--- config.mk ---
export PLATFORM = sky130hd
export DESIGN_NAME = mpg_top
export DESIGN_NICKNAME = d
export VERILOG_FILES = /design/src/mpg_pkg.sv /design/src/mpg_top.sv
export SDC_FILE = /design/constraint.sdc
export NUM_CORES = 1
export LEC_CHECK = 0
export BUFFER_PORTS_ARGS = -buffer_cell sky130_fd_sc_hd__buf_2
export CORE_AREA = 2 2 193 195
export CTS_BUF_LIST = sky130_fd_sc_hd__clkbuf_8
export DETAILED_ROUTE_END_ITERATION = 6
export DIE_AREA = 0 0 195 197
export MAX_ROUTING_LAYER = met4
export PLACE_DENSITY = 0.82
export SYNTH_ARGS = -nofsm -noshare
export SYNTH_HDL_FRONTEND = slang
export SYNTH_SLANG_ARGS = --single-unit
--- constraint.sdc ---
create_clock -name core_clk -period 11.34 [get_ports core_clk]
set_input_delay 1.701 -clock core_clk [delete_from_list [all_inputs] [get_ports core_clk]]
set_output_delay 1.701 -clock core_clk [all_outputs]
set_load 0.01 [all_outputs]
--- src/mpg_pkg.sv ---
/*
 * Constants, register layouts and carrier types of the motor PWM block.
 * Assumes a 100 MHz core clock and a plain one-cycle register port.
 */
//
// Contract
// - Six PWM channels, independent or three pairs, each pair with dead time (applied in complementary mode only).
// - Shared prescaler divides by 1, 2, 4 up to 256, nine ratios.
// - Period counter is 17 bits wide; period and duty compare values are 16 bits.
// - Fourteen match flags, each raises interrupt only when its enable is set.
// - One-shot gives one cycle, auto-reload repeats; one-shot edge-aligned only.
// - Period and compare writes go to buffers, loaded at period end.
// - Complementary pair odd is inverse of even; synchronous pair in phase.
// - Internal signals positive logic; per-port polarity sets pin level.
// - Converter trigger on down match, center, up match or period match.
// - Comparator event forces outputs low for at most one period.
// - Two brake detectors, four sources; one latches, one resumes alone.
// - Engine runs only while the module clock gate is enabled.
// - Edge-aligned counts down from period; compare match drives output high.
// - Edge-aligned at zero: output low, buffers load, period flag set.
// - Edge frequency is clock over prescale over period plus one.
// - Edge: high if compare above period, low if zero, else compare units.
// - Center: down from period plus one, high on match, up after zero.
// - Center: buffers load when up count reaches period at period end.
// - Center period 2*(period+1), high time 2*compare units, same limits.
// - Center mode raises period, up match, center and down match flags.
// - Mode 00 independent, 01 complementary, 10 synchronous pairs.
// - Count mode bit 0 one-shot, 1 auto-reload.
// - Hardware sets interrupt flags; only software clears them.
// - Complementary pairs delay turn-on by an 8-bit dead-time counter.
package mpg_pkg;

   // -----------------------------------------------------------------
   // Register map
   // -----------------------------------------------------------------
   localparam logic [7:0] OFS_CTL = 8'h00;
   localparam logic [7:0] OFS_PSEL = 8'h04;
   localparam logic [7:0] OFS_PERIOD = 8'h08;
   localparam logic [7:0] OFS_CMP0 = 8'h0C;
   localparam logic [7:0] OFS_CMP5 = 8'h20;
   localparam logic [7:0] OFS_INTEN = 8'h24;
   localparam logic [7:0] OFS_FLAGS = 8'h28;
   localparam logic [7:0] OFS_DEAD = 8'h2C;
   localparam logic [7:0] OFS_BRK = 8'h30;
   localparam logic [7:0] OFS_BRKREL = 8'h34;
   localparam logic [7:0] OFS_STATUS = 8'h38;

   // -----------------------------------------------------------------
   // Fields and timing
   // -----------------------------------------------------------------
   localparam int NCH = 6;
   localparam int NPAIR = 3;
   localparam logic [1:0] MODE_INDEP = 2'h0;
   localparam logic [1:0] MODE_COMPL = 2'h1;
   localparam logic [1:0] MODE_SYNC = 2'h2;
   localparam logic [3:0] PSEL_MAX = 4'h8;
   localparam logic [11:0] RESUME_CNT = 12'hFFF;
   localparam int ADC_DN = 0;
   localparam int ADC_CEN = 1;
   localparam int ADC_UP = 2;
   localparam int ADC_PER = 3;

   typedef struct packed {
      logic [5:0] pol;
      logic [3:0] adc_sel;
      logic force_en;
      logic run;
      logic center;
      logic count_reload_select;
      logic [1:0] mode;
   } mpg_ctl_t;

   typedef struct packed {
      logic [5:0] level;
      logic [3:0] en1;
      logic [3:0] en0;
   } mpg_brk_t;

   typedef struct packed {
      logic [1:0] brk;
      logic [5:0] down_compare_flag;
      logic [5:0] up_compare_flag;
      logic center_point_flag;
      logic period_match_flag;
   } mpg_flags_t;

   localparam int CTL_W = $bits(mpg_ctl_t);
   localparam int BRK_W = $bits(mpg_brk_t);
   localparam int FLG_W = $bits(mpg_flags_t);

   typedef struct packed {
      logic [7:0] addr;
      logic [31:0] wdata;
      logic wr;
      logic rd;
   } mpg_bus_t;

   typedef struct packed {
      logic fault_pin;
      logic converter_unit;
      logic [1:0] analog_comparator;
   } mpg_fault_t;

endpackage : mpg_pkg

--- src/mpg_top.sv ---
/*
 * Six-channel motor PWM generator with register port, brakes and
 * converter trigger. Assumes all inputs synchronous to core_clk.
 */
// Implementation choices: the plain strobed port and the placing of the registers.
`timescale 1ns/1ps
module mpg_top (
   input wire logic core_clk,
   input wire logic rst_n,
   input wire mpg_pkg::mpg_bus_t bus,
   output logic [31:0] rdata,
   input wire logic module_clock_gate,
   input wire mpg_pkg::mpg_fault_t fault,
   input wire logic force_low_evt,
   output logic [5:0] channel_generator_output,
   output logic irq,
   output logic adc_trig
);
   import mpg_pkg::*;

   // ----------------------------------------------------------------
   // State
   // ----------------------------------------------------------------
   typedef struct packed {
      mpg_ctl_t ctl;
      mpg_brk_t brk;
      logic [3:0] prescale_select;
      logic [15:0] per_buf;
      logic [15:0] per_act;
      logic [NCH-1:0][15:0] duty_compare_value;
      logic [NCH-1:0][15:0] cmp_act;
      mpg_flags_t inten;
      mpg_flags_t flags;
      logic [NPAIR-1:0][7:0] dead;
      logic [7:0] pcnt;
      logic [16:0] cnt;
      logic up;
      logic active;
      logic force_lo;
      logic latching_brake_detector;
      logic resuming_brake_detector;
      logic [11:0] rcnt;
      logic [NPAIR-1:0] dly;
      logic [NPAIR-1:0][7:0] dcnt;
      logic [NPAIR-1:0] dprev;
      logic [5:0] pin;
      logic [31:0] rdata;
      logic irq;
      logic adc;
   } mpg_state_t;

   mpg_state_t s_reg;
   mpg_state_t s_next;
   mpg_flags_t set_f;
   mpg_flags_t clr_f;
   logic [NCH-1:0] raw;
   logic [NCH-1:0] ch;
   logic [3:0] src;
   logic [3:0] psel;
   logic [7:0] lim;
   logic tick;
   logic pend;
   logic rel;
   logic hit0;
   logic hit1;
   logic ev_dn;
   logic ev_up;
   logic [2:0] cidx;
   logic e;
   logic o;

   assign rdata = s_reg.rdata;
   assign channel_generator_output = s_reg.pin;
   assign irq = s_reg.irq;
   assign adc_trig = s_reg.adc;

   always_comb begin
      s_next = s_reg;
      s_next.rdata = '0;
      set_f = '0;
      clr_f = '0;
      rel = 1'b0;
      tick = 1'b0;
      pend = 1'b0;
      ch = '0;
      e = 1'b0;
      o = 1'b0;
      raw = '0;
      src = '0;
      psel = '0;
      lim = '0;
      hit0 = 1'b0;
      hit1 = 1'b0;
      ev_dn = 1'b0;
      ev_up = 1'b0;
      cidx = 3'((bus.addr - OFS_CMP0) >> 2);

      // -------------------------------------------------------------
      // Register writes
      // -------------------------------------------------------------
      if (bus.wr) begin
         if (bus.addr >= OFS_CMP0 && bus.addr <= OFS_CMP5) begin
            s_next.duty_compare_value[cidx] = bus.wdata[15:0];
         end
         case (bus.addr)
            OFS_CTL: s_next.ctl = mpg_ctl_t'(bus.wdata[CTL_W-1:0]);
            OFS_PSEL: s_next.prescale_select = bus.wdata[3:0];
            OFS_PERIOD: s_next.per_buf = bus.wdata[15:0];
            OFS_INTEN: s_next.inten = mpg_flags_t'(bus.wdata[FLG_W-1:0]);
            OFS_FLAGS: clr_f = mpg_flags_t'(bus.wdata[FLG_W-1:0]);
            OFS_DEAD: s_next.dead = bus.wdata[23:0];
            OFS_BRK: s_next.brk = mpg_brk_t'(bus.wdata[BRK_W-1:0]);
            OFS_BRKREL: rel = bus.wdata[0];
            default: ;
         endcase
      end

      // -------------------------------------------------------------
      // Register reads, data in the following cycle
      // -------------------------------------------------------------
      if (bus.rd) begin
         if (bus.addr >= OFS_CMP0 && bus.addr <= OFS_CMP5) begin
            s_next.rdata = 32'(s_reg.duty_compare_value[cidx]);
         end
         case (bus.addr)
            OFS_CTL: s_next.rdata = 32'(s_reg.ctl);
            OFS_PSEL: s_next.rdata = 32'(s_reg.prescale_select);
            OFS_PERIOD: s_next.rdata = 32'(s_reg.per_buf);
            OFS_INTEN: s_next.rdata = 32'(s_reg.inten);
            OFS_FLAGS: s_next.rdata = 32'(s_reg.flags);
            OFS_DEAD: s_next.rdata = 32'(s_reg.dead);
            OFS_BRK: s_next.rdata = 32'(s_reg.brk);
            // Status word is exactly 32 bits, pins at 25:20
            OFS_STATUS: s_next.rdata = {6'h00, s_reg.pin,
               s_reg.resuming_brake_detector,
               s_reg.latching_brake_detector,
               s_reg.active,
               s_reg.up,
               s_reg.cnt[15:0]};
            default: ;
         endcase
      end

      // -------------------------------------------------------------
      // Prescaler and counter
      // -------------------------------------------------------------
      psel = (s_reg.prescale_select > PSEL_MAX) ? PSEL_MAX
                                                : s_reg.prescale_select;
      lim = 8'((9'h001 << psel) - 9'h001);
      if (module_clock_gate && s_reg.active) begin
         // One tick per prescaled unit of width
         tick = (s_reg.pcnt == lim);
         s_next.pcnt = tick ? 8'h00 : s_reg.pcnt + 8'h01;
      end
      if (tick) begin
         for (int i = 0; i < NCH; i++) begin
            ev_dn = !s_reg.up && s_reg.cnt == 17'(s_reg.cmp_act[i]);
            ev_up = s_reg.up && s_reg.cnt == 17'(s_reg.cmp_act[i]);
            if (ev_dn) begin
               set_f.down_compare_flag[i] = 1'b1;
            end
            if (ev_up) begin
               set_f.up_compare_flag[i] = 1'b1;
            end
         end
         if (!s_reg.ctl.center) begin
            if (s_reg.cnt == 17'h00000) begin
               pend = 1'b1;
            end else begin
               s_next.cnt = s_reg.cnt - 17'h00001;
            end
         end else if (!s_reg.up) begin
            if (s_reg.cnt == 17'h00001) begin
               s_next.cnt = 17'h00000;
               s_next.up = 1'b1;
               set_f.center_point_flag = 1'b1;
            end else begin
               s_next.cnt = s_reg.cnt - 17'h00001;
            end
         end else if (s_reg.cnt == 17'(s_reg.per_act)) begin
            pend = 1'b1;
         end else begin
            s_next.cnt = s_reg.cnt + 17'h00001;
         end
      end

      // -------------------------------------------------------------
      // Period end and start
      // -------------------------------------------------------------
      if (pend) begin
         set_f.period_match_flag = 1'b1;
         s_next.per_act = s_reg.per_buf;
         s_next.cmp_act = s_reg.duty_compare_value;
         s_next.force_lo = 1'b0;
         s_next.up = 1'b0;
         // Center counting always reloads, one-shot is edge only
         if (!s_reg.ctl.center && !s_reg.ctl.count_reload_select) begin
            s_next.active = 1'b0;
            s_next.ctl.run = 1'b0;
         end else if (s_reg.ctl.center) begin
            s_next.cnt = 17'(s_reg.per_buf) + 17'h00001;
         end else begin
            s_next.cnt = 17'(s_reg.per_buf);
         end
      end
      if (s_reg.ctl.run && !s_reg.active) begin
         s_next.active = 1'b1;
         s_next.pcnt = 8'h00;
         s_next.up = 1'b0;
         s_next.per_act = s_reg.per_buf;
         s_next.cmp_act = s_reg.duty_compare_value;
         s_next.cnt = s_reg.ctl.center ? 17'(s_reg.per_buf) + 17'h00001
                                        : 17'(s_reg.per_buf);
      end
      if (!s_reg.ctl.run && s_reg.active) begin
         s_next.active = 1'b0;
      end

      // -------------------------------------------------------------
      // Duty comparison
      // -------------------------------------------------------------
      for (int i = 0; i < NCH; i++) begin
         if (!s_reg.active || s_reg.cmp_act[i] == 16'h0000) begin
            raw[i] = 1'b0;
         end else if (s_reg.cmp_act[i] > s_reg.per_act) begin
            raw[i] = 1'b1;
         end else if (s_reg.up) begin
            raw[i] = s_reg.cnt < 17'(s_reg.cmp_act[i]);
         end else begin
            raw[i] = s_reg.cnt <= 17'(s_reg.cmp_act[i]) &&
                     s_reg.cnt != 17'h00000;
         end
      end

      // -------------------------------------------------------------
      // Pairing and dead time
      // -------------------------------------------------------------
      for (int k = 0; k < NPAIR; k++) begin
         e = raw[2*k];
         o = raw[2*k+1];
         s_next.dprev[k] = e;
         if (s_reg.ctl.mode == MODE_COMPL) begin
            o = s_reg.active & ~e;
            // Change cycle itself is blanked, then dead more cycles,
            // so a turn-on is delayed and never shows as a glitch
            if (e != s_reg.dprev[k]) begin
               s_next.dly[k] = (s_reg.dead[k] != 8'h00);
               s_next.dcnt[k] = s_reg.dead[k] - 8'h01;
            end else if (s_reg.dly[k]) begin
               if (s_reg.dcnt[k] == 8'h00) begin
                  s_next.dly[k] = 1'b0;
               end else begin
                  s_next.dcnt[k] = s_reg.dcnt[k] - 8'h01;
               end
            end
            if (s_reg.dly[k] || e != s_reg.dprev[k]) begin
               e = 1'b0;
               o = 1'b0;
            end
         end else begin
            s_next.dly[k] = 1'b0;
            if (s_reg.ctl.mode == MODE_SYNC) begin
               o = e;
            end
         end
         ch[2*k] = e;
         ch[2*k+1] = o;
      end

      // -------------------------------------------------------------
      // Force low and brakes
      // -------------------------------------------------------------
      if (s_reg.ctl.force_en && force_low_evt) begin
         s_next.force_lo = 1'b1;
      end
      if (s_reg.force_lo) begin
         ch = '0;
      end
      src = fault;
      hit0 = |(src & s_reg.brk.en0);
      hit1 = |(src & s_reg.brk.en1);
      s_next.latching_brake_detector = hit0 |
         (s_reg.latching_brake_detector & ~rel);
      if (hit1) begin
         s_next.resuming_brake_detector = 1'b1;
         s_next.rcnt = RESUME_CNT;
      end else if (s_reg.resuming_brake_detector) begin
         if (s_reg.rcnt == 12'h000) begin
            s_next.resuming_brake_detector = 1'b0;
         end else begin
            s_next.rcnt = s_reg.rcnt - 12'h001;
         end
      end
      set_f.brk = {hit1, hit0};
      s_next.pin = ch ^ s_reg.ctl.pol;
      if (s_reg.latching_brake_detector ||
          s_reg.resuming_brake_detector) begin
         s_next.pin = s_reg.brk.level;
      end

      // -------------------------------------------------------------
      // Flags, interrupt and converter trigger
      // -------------------------------------------------------------
      s_next.flags = mpg_flags_t'((s_reg.flags & ~clr_f) | set_f);
      s_next.irq = |(s_reg.flags & s_reg.inten);
      s_next.adc =
         (s_reg.ctl.adc_sel[ADC_DN] && |set_f.down_compare_flag) ||
         (s_reg.ctl.adc_sel[ADC_CEN] && set_f.center_point_flag) ||
         (s_reg.ctl.adc_sel[ADC_UP] && |set_f.up_compare_flag) ||
         (s_reg.ctl.adc_sel[ADC_PER] && set_f.period_match_flag);
   end

   always_ff @(posedge core_clk) begin
      if (!rst_n) begin
         s_reg <= '0;
      end else begin
         s_reg <= s_next;
      end
   end

endmodule : mpg_top

======== Word level (Yosys, flattened, before mapping) ========
Cells that the tools add are included.
storage, ports and cells
  flip-flop bits (word level) ............. 426
  output and inout bits ................... 40
  word-level logic and storage cells ...... 346
cells by class
  magnitude comparators ................... 23
  bitwise operators ....................... 17
  shift-type cells ........................ 1
  muxes and demuxes ....................... 118
  reduce and logical (&&, ||, !) cells .... 93
  equal/unequal tests ..................... 26
  $add $sub $neg .......................... 13
operators by type and width
  kind                                                                   count
  26-bit case mux with 8 select lines                                    1
  96-bit two-way mux                                                     2
  16-bit two-way mux                                                     8
  17-bit by 16-bit equality test with 1-bit output                       7
  17-bit two-way mux                                                     7
  17-bit by 16-bit <= comparator with 1-bit output                       6
  17-bit by 16-bit < comparator with 1-bit output                        6
  96-bit bitwise mux                                                     1
  16-bit > comparator                                                    6
  16-bit logical NOT                                                     6
  8-bit two-way mux                                                      10
  1-bit two-way mux                                                      73
  8-bit by 1-bit subtractor with 8-bit output, second input constant     7
  16-bit binary-select mux with 3-bit select                             1
  16-bit demux with 3-bit select                                         1
  8-bit by 6-bit equality test with 1-bit output, second input constant  6
  13-bit two-way mux                                                     3
  39-bit two-way mux                                                     1
  16-bit bitwise AND                                                     2
  8-bit logical NOT                                                      4
  1-bit logical AND                                                      29
  2-bit AND reduction                                                    12
  8-bit nonzero test                                                     3
  20-bit two-way mux                                                     1
  other kinds (46)                                                       88

======== Logic depth before layout (Yosys ltp) ========
Gate-level depths: netlist of the first run.
  word-level depth ........................ 12
  gate-level depth with buffers ........... 19

======== Worst setup path before layout of the first run ========
OpenSTA, ideal clock, no wires.
  path type ............................... register to register
  start ................................... reg s_reg[88] (netlist name)
  end ..................................... reg s_reg[57] (netlist name)
  data required time ...................... 11220 ps
  cell stages (with the launch flop) ...... 18
  period minus slack after synthesis ...... 4208 ps
  setup slack ............................. 7132 ps
  data arrival time ....................... 4088 ps
  cell sequence ........................... dfxtp_1 -> clkbuf_1 -> inv_1 -> ha_1 -> and2_0 -> buf_2 -> a21oi_1 -> nand2_1 -> a31oi_1 -> xnor2_1 -> clkbuf_1 -> clkbuf_1 -> mux2i_1 -> ha_1 -> nand3_1 -> or3_1 -> and3_1 -> o31a_1
between the ends
  word-level cells in the longest chain between the ends .. 8
  elaborated cells on any way between the ends .. 12
ends and longest elaborated chain
  what                                                                                            line                            text
  from (decl)                                                                                     mpg_top.sv:52                   mpg_state_t s_reg;
  from (signal assigned)                                                                          mpg_top.sv:317                  s_reg <= s_next;
  17-bit by 16-bit <= comparator with 1-bit output / 17-bit nonzero test (equally long branches)  mpg_top.sv:230, mpg_top.sv:231
  1-bit logical AND                                                                               mpg_top.sv:230                  raw[i] = s_reg.cnt <= 17'(s_reg.cmp_act[i]) &&
  1-bit two-way mux (*)                                                                           mpg_top.sv:227                  end else if (s_reg.up) begin
  1-bit two-way mux (*)                                                                           mpg_top.sv:225                  end else if (s_reg.cmp_act[i] > s_reg.per_act) begin
  1-bit two-way mux (*)                                                                           mpg_top.sv:223                  if (!s_reg.active || s_reg.cmp_act[i] == 16'h0000) begin
  1-bit inequality test (*)                                                                       mpg_top.sv:246                  if (e != s_reg.dprev[k]) begin
  2-bit inequality test (no line) / 2-bit nonzero test (equally long branches)                    n/a
  3-bit AND reduction (no line)                                                                   n/a
Mark *: on every way between the ends. The rest lies on a longest branch, timed or not.
A chain may end at the register's enable or synchronous reset.

======== Worst setup path in the final report of the first run ========
  start ................................... reg s_reg[87] (netlist name)
  end ..................................... reg s_reg[57] (netlist name)
Same word-level chain as after synthesis.

==> results.cfg, run 1 <==
[status]
status = finished with violations
violations = design-rule violations

[clock_network]
clk_pin_slew_ps = 70
cts_root_buffer = clkbuf_8
postCtsHoldBufs = 0
cts_tree = built
post-cts-setup-buffers = 0
numCtsBuffers = 72
cts-htree-levels = 3
cts_resized = 0
clk-insertion-delay-late_ps = 640
clock_path_buffers = 3
clock_sinks = 420

[global_route]
grt_first_pass_wirelength_um = 132600
grt_overflow = 0
gr-usage-met2_pct = 66.36
met3_usage_pct = 11.55
grt.busiest_layer = met2
grt_use_met1_pct = 60.20
grt_max_degree = 137
antenna_found_initial = 3
track_usage_pct = 46.74
grt_pass1_vias = 22550

[route]
finalWirelength_um = 88550
wl_per_cell_um = 24.43
first_pass_iters = 7
drt_iter0_drc = 2948
viasPerCell = 6.707
drtAntennaViolNets = 0
drc = 7
vias = 24310

[critical_path]
reg2reg_to = s_reg[57]
cp_cell_sequence = inv_1, ha_1, and2_0, a21oi_1, nand2_1, a31oi_1, xnor2_1, buf_4, mux2i_1, ha_1, nand3_1, or3_1, and3_1, o31a_1
cpPeakStageDelay_ps = 1030
reg2reg_slack_ps = 5360
worstPathMaxFanout = 20
crit_type = reg2reg
cpMostUsedCell = ha_1
crit_path_start_kind = register
end_kind = register
timing.rr.start = s_reg[87]
crit_arrival_ps = 6520
reg2reg_depth = 14
cpMaxStageDelayCell = a31oi_1
startpoint = s_reg[87]
cp.required_ps = 11880

[synth]
synth_top_family_by_area = simple AND/OR/NAND/NOR gates
yosysTopAreaCell = dfxtp_1
ys_async_sr_fraction_pct = 0
synth-simple-area-share_pct = 21.91
synth_xor_xnor_area_share_pct = 2.798
synth.area.mux_share_pct = 4.651
synth.top_cells.by_count = nand2_1 (582), dfxtp_1 (420), a21oi_1 (368), nor2_1 (275), ha_1 (206)
synth_adder_area_share_pct = 10.57
synth_ff_type = dfxtp_1
synth.area.top_cells = dfxtp_1 (34%), ha_1 (11%), nand2_1 (9.0%)
synth_edf_count = 0
netlist_area_um2 = 24370
yosysWarnings = 0
synth-compound-area-share_pct = 18.99
synth_cell_types = 82
ys_seq_area_share_pct = 34.50
netlist.area_leader.share_pct = 34.50
synth-seq-cells = 420
syn_inst = 3140
avgSynthCellArea_um2 = 7.762
yosysMostFrequentCell = nand2_1

[sta]
max_freq_ghz = 0.1672
final-setup-viol-count = 0
hold_viol_final = 0
relSlewSlack_pct = 6.860
rsz0062_at_grt = false
slew_violations = 0
fin_crit_ps = 5980
min_period_over_period_pct = 52.74
worstMarginPinSlew_ps = 1392
clock_skew_ps = 34.03
fin_tns_setup_ps = 0

[die]
die_area_um2 = 38420
dieWidth_um = 195
ios = 90
dieHeight_um = 197
rows = 70
start_util_pct = 67.22
coreArea_um2 = 36260

[place]
place_congestion = 1.036
placed_cell_area_um2 = 24670
hpwl_um = 60210
portBuffers = 75

[hold_path]
whs_path_depth = 2
min_path_type = reg2reg
holdPathEnd = s_reg[416]
min-delay-start = s_reg[416]

[final_layout]
multiInputGateArea_um2 = 14440
fin_area_um2 = 26090
largest_reg_flops = 386
area_growth_pct = 7.033
final_layout_size_suffix_gt1_share_pct = 7.675
seqCellArea_um2 = 8408
nets = 3363
fillers = 2939

[power_and_ir_drop]
powerDensity_nw_per_um2 = 115.5
ir_drop_mv = 0.1208
leakage_nw = 9.867

[job]
max_cap_viol_count = 0
-- where the power goes --
part	total [mW]	internal, mW	switching [mW]
clock network	1.39	0.759	0.630
logic	0.142	0.0314	0.111
registers	1.48	1.48	0.00317
-- per-layer routing --
metal  vias up  part of all wire (%)
met4         0                   6.5
met1     11240                    38
li1      11000                     -
met2      1714                    41
met3       361                    14
met5         -                     0
-- critical path, delay by kind of cell, from the launching register on --
family,cells,cell delay [ps]
compound gates,3,2120
simple gates,5,1160
buf+inv,2,760
flops,1,740
fa+ha+maj,2,680
mux,1,220
xor+xnor,1,200
-- placed cells by master, fill, tap and decap left out, types with 27 or more instances in the layout --
cell,n
a211oi_1,27
mux2i_1,111
o22ai_1,39
xnor2_1,44
nand3_1,77
o21ai_0,74
nor3_1,51
a22oi_1,49
nor4_1,47
xor2_1,31
nand4_1,50
ha_1,206
dfxtp_1,420
buf_2,75
buf_4,43
nand2_1,581
a21oi_1,368
nor2_1,268
clkbuf_8,84
inv_1,166
-- how the worst max path moves through the flow --
stage,cells past startpoint,endpoint,slack (ps)
after floorplan,17,s_reg[57],7130
after global placement,9,s_reg[278],5620
after detailed placement,9,s_reg[264],5500
after CTS,14,s_reg[57],5610
after global routing,14,s_reg[57],5260
final,14,s_reg[57],5360
-- through the flow --
step	setup slack [ps]	hold WS, ps	cells	power [mW]	util, %
after floorplan	7132	444.6	3145	1.595	-
after global placement	5619	455.6	3501	1.644	68.04
after detailed placement	5502	462.1	3501	1.646	68.04
after CTS	5608	471.4	3621	2.995	71.92
after global routing	5256	487.4	3624	3.071	71.94
final	5360	469.5	3625	3.013	71.95
-- cells by family after synthesis --
kind of cell,Yosys count
adders and majority gates,206
muxes,113
DFF,420
AOI/OAI and AO/OA,744
buffers and inverters,372
and+or+nand+nor,1207
xor gates and xnor gates,77
other,1
-- area by class of cell --
class / instances / share of cell area [%]
Clock buffer: 84 / 4.432
Tap cell: 468 / 2.245
Timing Repair Buffer: 118 / 2.676
Inverter: 142 / 2.072
Clock inverter: 36 / 0.9592
Antenna cell: 4 / 0.03837
Sequential cell: 420 / 32.23
Multi-Input combinational cell: 2353 / 55.35
(Power assumes the default switching activity.)
==> inputs of run 2 (changes only) <==
Settings changed: ABC_AREA from default to 1, CORE_AREA 2 2 193 195 to 2 2 200 202, DIE_AREA 0 0 195 197 to 0 0 202 204, PLACE_DENSITY 0.82 to 0.79.
Clock period 11.34 ns to 6.1 ns, I/O delays scaled along.
==> results.cfg, run 2 <==
[die]
die_area_um2 = 41210
ios = 90
rows = 73
coreArea_um2 = 39180
start_util_pct = 63.81
dieWidth_um = 202
dieHeight_um = 204

[power_and_ir_drop]
powerDensity_nw_per_um2 = 213.8
ir_drop_mv = 0.2160
leakage_nw = 12.03

[global_route]
track_usage_pct = 47.03
grt_max_degree = 119
grt_first_pass_wirelength_um = 143300
grt_overflow = 0
grt_pass1_vias = 24670
antenna_found_initial = 2

[synth]
netlist_area_um2 = 25000
avgSynthCellArea_um2 = 7.033
yosysMostFrequentCell = nand2_1
synth_ff_type = dfxtp_1
synth_cell_types = 60
syn_inst = 3555
ys_async_sr_fraction_pct = 0
synth.top_cells.by_count = nand2_1 (548), a21oi_1 (494), inv_1 (490), dfxtp_1 (420), o21ai_0 (357)
synth.area.top_cells = dfxtp_1 (34%), ha_1 (10%), a21oi_1 (9.9%)
yosysTopAreaCell = dfxtp_1
synth_edf_count = 0
netlist.area_leader.share_pct = 33.63
ys_seq_area_share_pct = 33.63
yosysWarnings = 0
synth-seq-cells = 420

[critical_path]
crit_type = reg2reg
cpMostUsedCell = buf_4
worstPathMaxFanout = 74
cpMaxStageDelayCell = dfxtp_1
cpPeakStageDelay_ps = 830
end_kind = register
crit_path_start_kind = register
crit_arrival_ps = 5510
cp.required_ps = 6680
cp_cell_sequence = clkinv_1, nand2_1, nand4_1, nor4_1, nand3_1, buf_4, o21ai_1, nand2_2, nand2_4, buf_4, o21ai_0, a21oi_1

[sta]
final-setup-viol-count = 0
relSlewSlack_pct = 20.51
whs_ps = 461.3
worstMarginPinSlew_ps = 1182
min_period_over_period_pct = 80.86
fin_tns_setup_ps = 0
clock_skew_ps = 41.87
max_freq_ghz = 0.2027
slew_violations = 0
hold_viol_final = 0
fin_crit_ps = 4932
rsz0062_at_grt = false

[final_layout]
nets = 3816
fillers = 3368
final_common_cell = nand2_1
mostFrequentLayoutCells = nand2_1 (548), inv_1 (506), a21oi_1 (494), dfxtp_1 (420), o21ai_0 (357)
area_growth_pct = 7.821
final_layout_size_suffix_gt1_share_pct = 7.863
largest_reg_flops = 386

[route]
drt_iter0_drc = 3400
vias = 26340
drtAntennaViolNets = 0
finalWirelength_um = 95650
drc = 0
wl_per_cell_um = 23.10
first_pass_iters = 7
viasPerCell = 6.361

[clock_network]
clock_path_buffers = 3
numCtsBuffers = 72
cts-htree-levels = 3
post-cts-setup-buffers = 0
cts_resized = 0
postCtsHoldBufs = 0
clock_sinks = 420
clk_pin_slew_ps = 70
clk-insertion-delay-late_ps = 680
cts_tree = built
cts_root_buffer = clkbuf_8

[job]
max_cap_viol_count = 0

[place]
hpwl_um = 70440
portBuffers = 75
place_congestion = 1.067

[hold_path]
min_path_type = reg2reg

[status]
status = complete, no violations
run 2: cell types whose count changed after synthesis, sizes merged, moves of 40 or more:
cell	previous run	this run
nor2	275	216
a22oi	49	2
mux2i	111	0
nand3	77	187
clkbuf	161	114
inv	141	497
o21ai	76	376
a21oi	368	494
xnor2	44	4
run 2: cells by family after synthesis:
family	Yosys count	share of synthesized area, %
and+or+nand+nor	1129	19.78
AOI/OAI and AO/OA	1053	23.12
buffers and inverters	700	11.54
DFF	420	33.63
adders and majority gates	206	10.31
xor gates and xnor gates	46	1.611
other	1	0.01500
run 2: report_power, final:
part	internal (mW)	leakage [nW]	total, mW	switching (mW)
Clock	1.49	0.832	2.71	1.23
Combinational	0.0677	7.82	0.289	0.222
Sequential	2.75	3.38	2.76	0.00854
run 2: worst paths after layout:
path / start / depth (start not counted) / to / slack (ps)
setup / recovery: s_reg[100] / 12 / s_reg[220] / 1170
hold / removal: s_reg[266] / 2 / s_reg[170] / 460
setup reg to reg: s_reg[100] / 12 / s_reg[220] / 1170
hold reg to reg: s_reg[266] / 2 / s_reg[170] / 460
run 2: worst max-delay path, delay by kind of cell (launching register included):
kind	cells	cell delay, ps
buffers and inverters	3	1200
AOI/OAI and AO/OA	3	860
and+or+nand+nor	6	1910
DFF	1	830
run 2: stage by stage:
stage	utilization, %	setup slack (ps)	std cells	area [µm²]	power [mW]
CTS	68.78	1333	4137	26950	5.746
finish	68.80	1168	4140	26960	5.765
floorplan	-	2678	3560	25020	2.978
global placement	64.92	1540	4011	25440	3.090
detailed placement	64.92	1367	4011	25440	3.095
global route	68.80	997.2	4139	26960	5.889
run 2: area by class of cell:
type	instances	area, µm²	area share [%]
well taps	525	656.9	2.437
repair buffers	119	711.9	2.641
diodes	3	7.507	0.02785
flip-flops and latches	420	8408	31.19
clock buffers	92	1266	4.697
multi-input cells	2440	13750	51.02
inverters	507	1907	7.073
clock inverters	34	247.7	0.9189
run 2: routing by layer:
layer | GRT usage [%] | part of all wire, %
met1 | 57.12 | 38
met4 | 34.32 | 8.3
met2 | 68.45 | 42
met3 | 10.91 | 12
met5 | - | 0
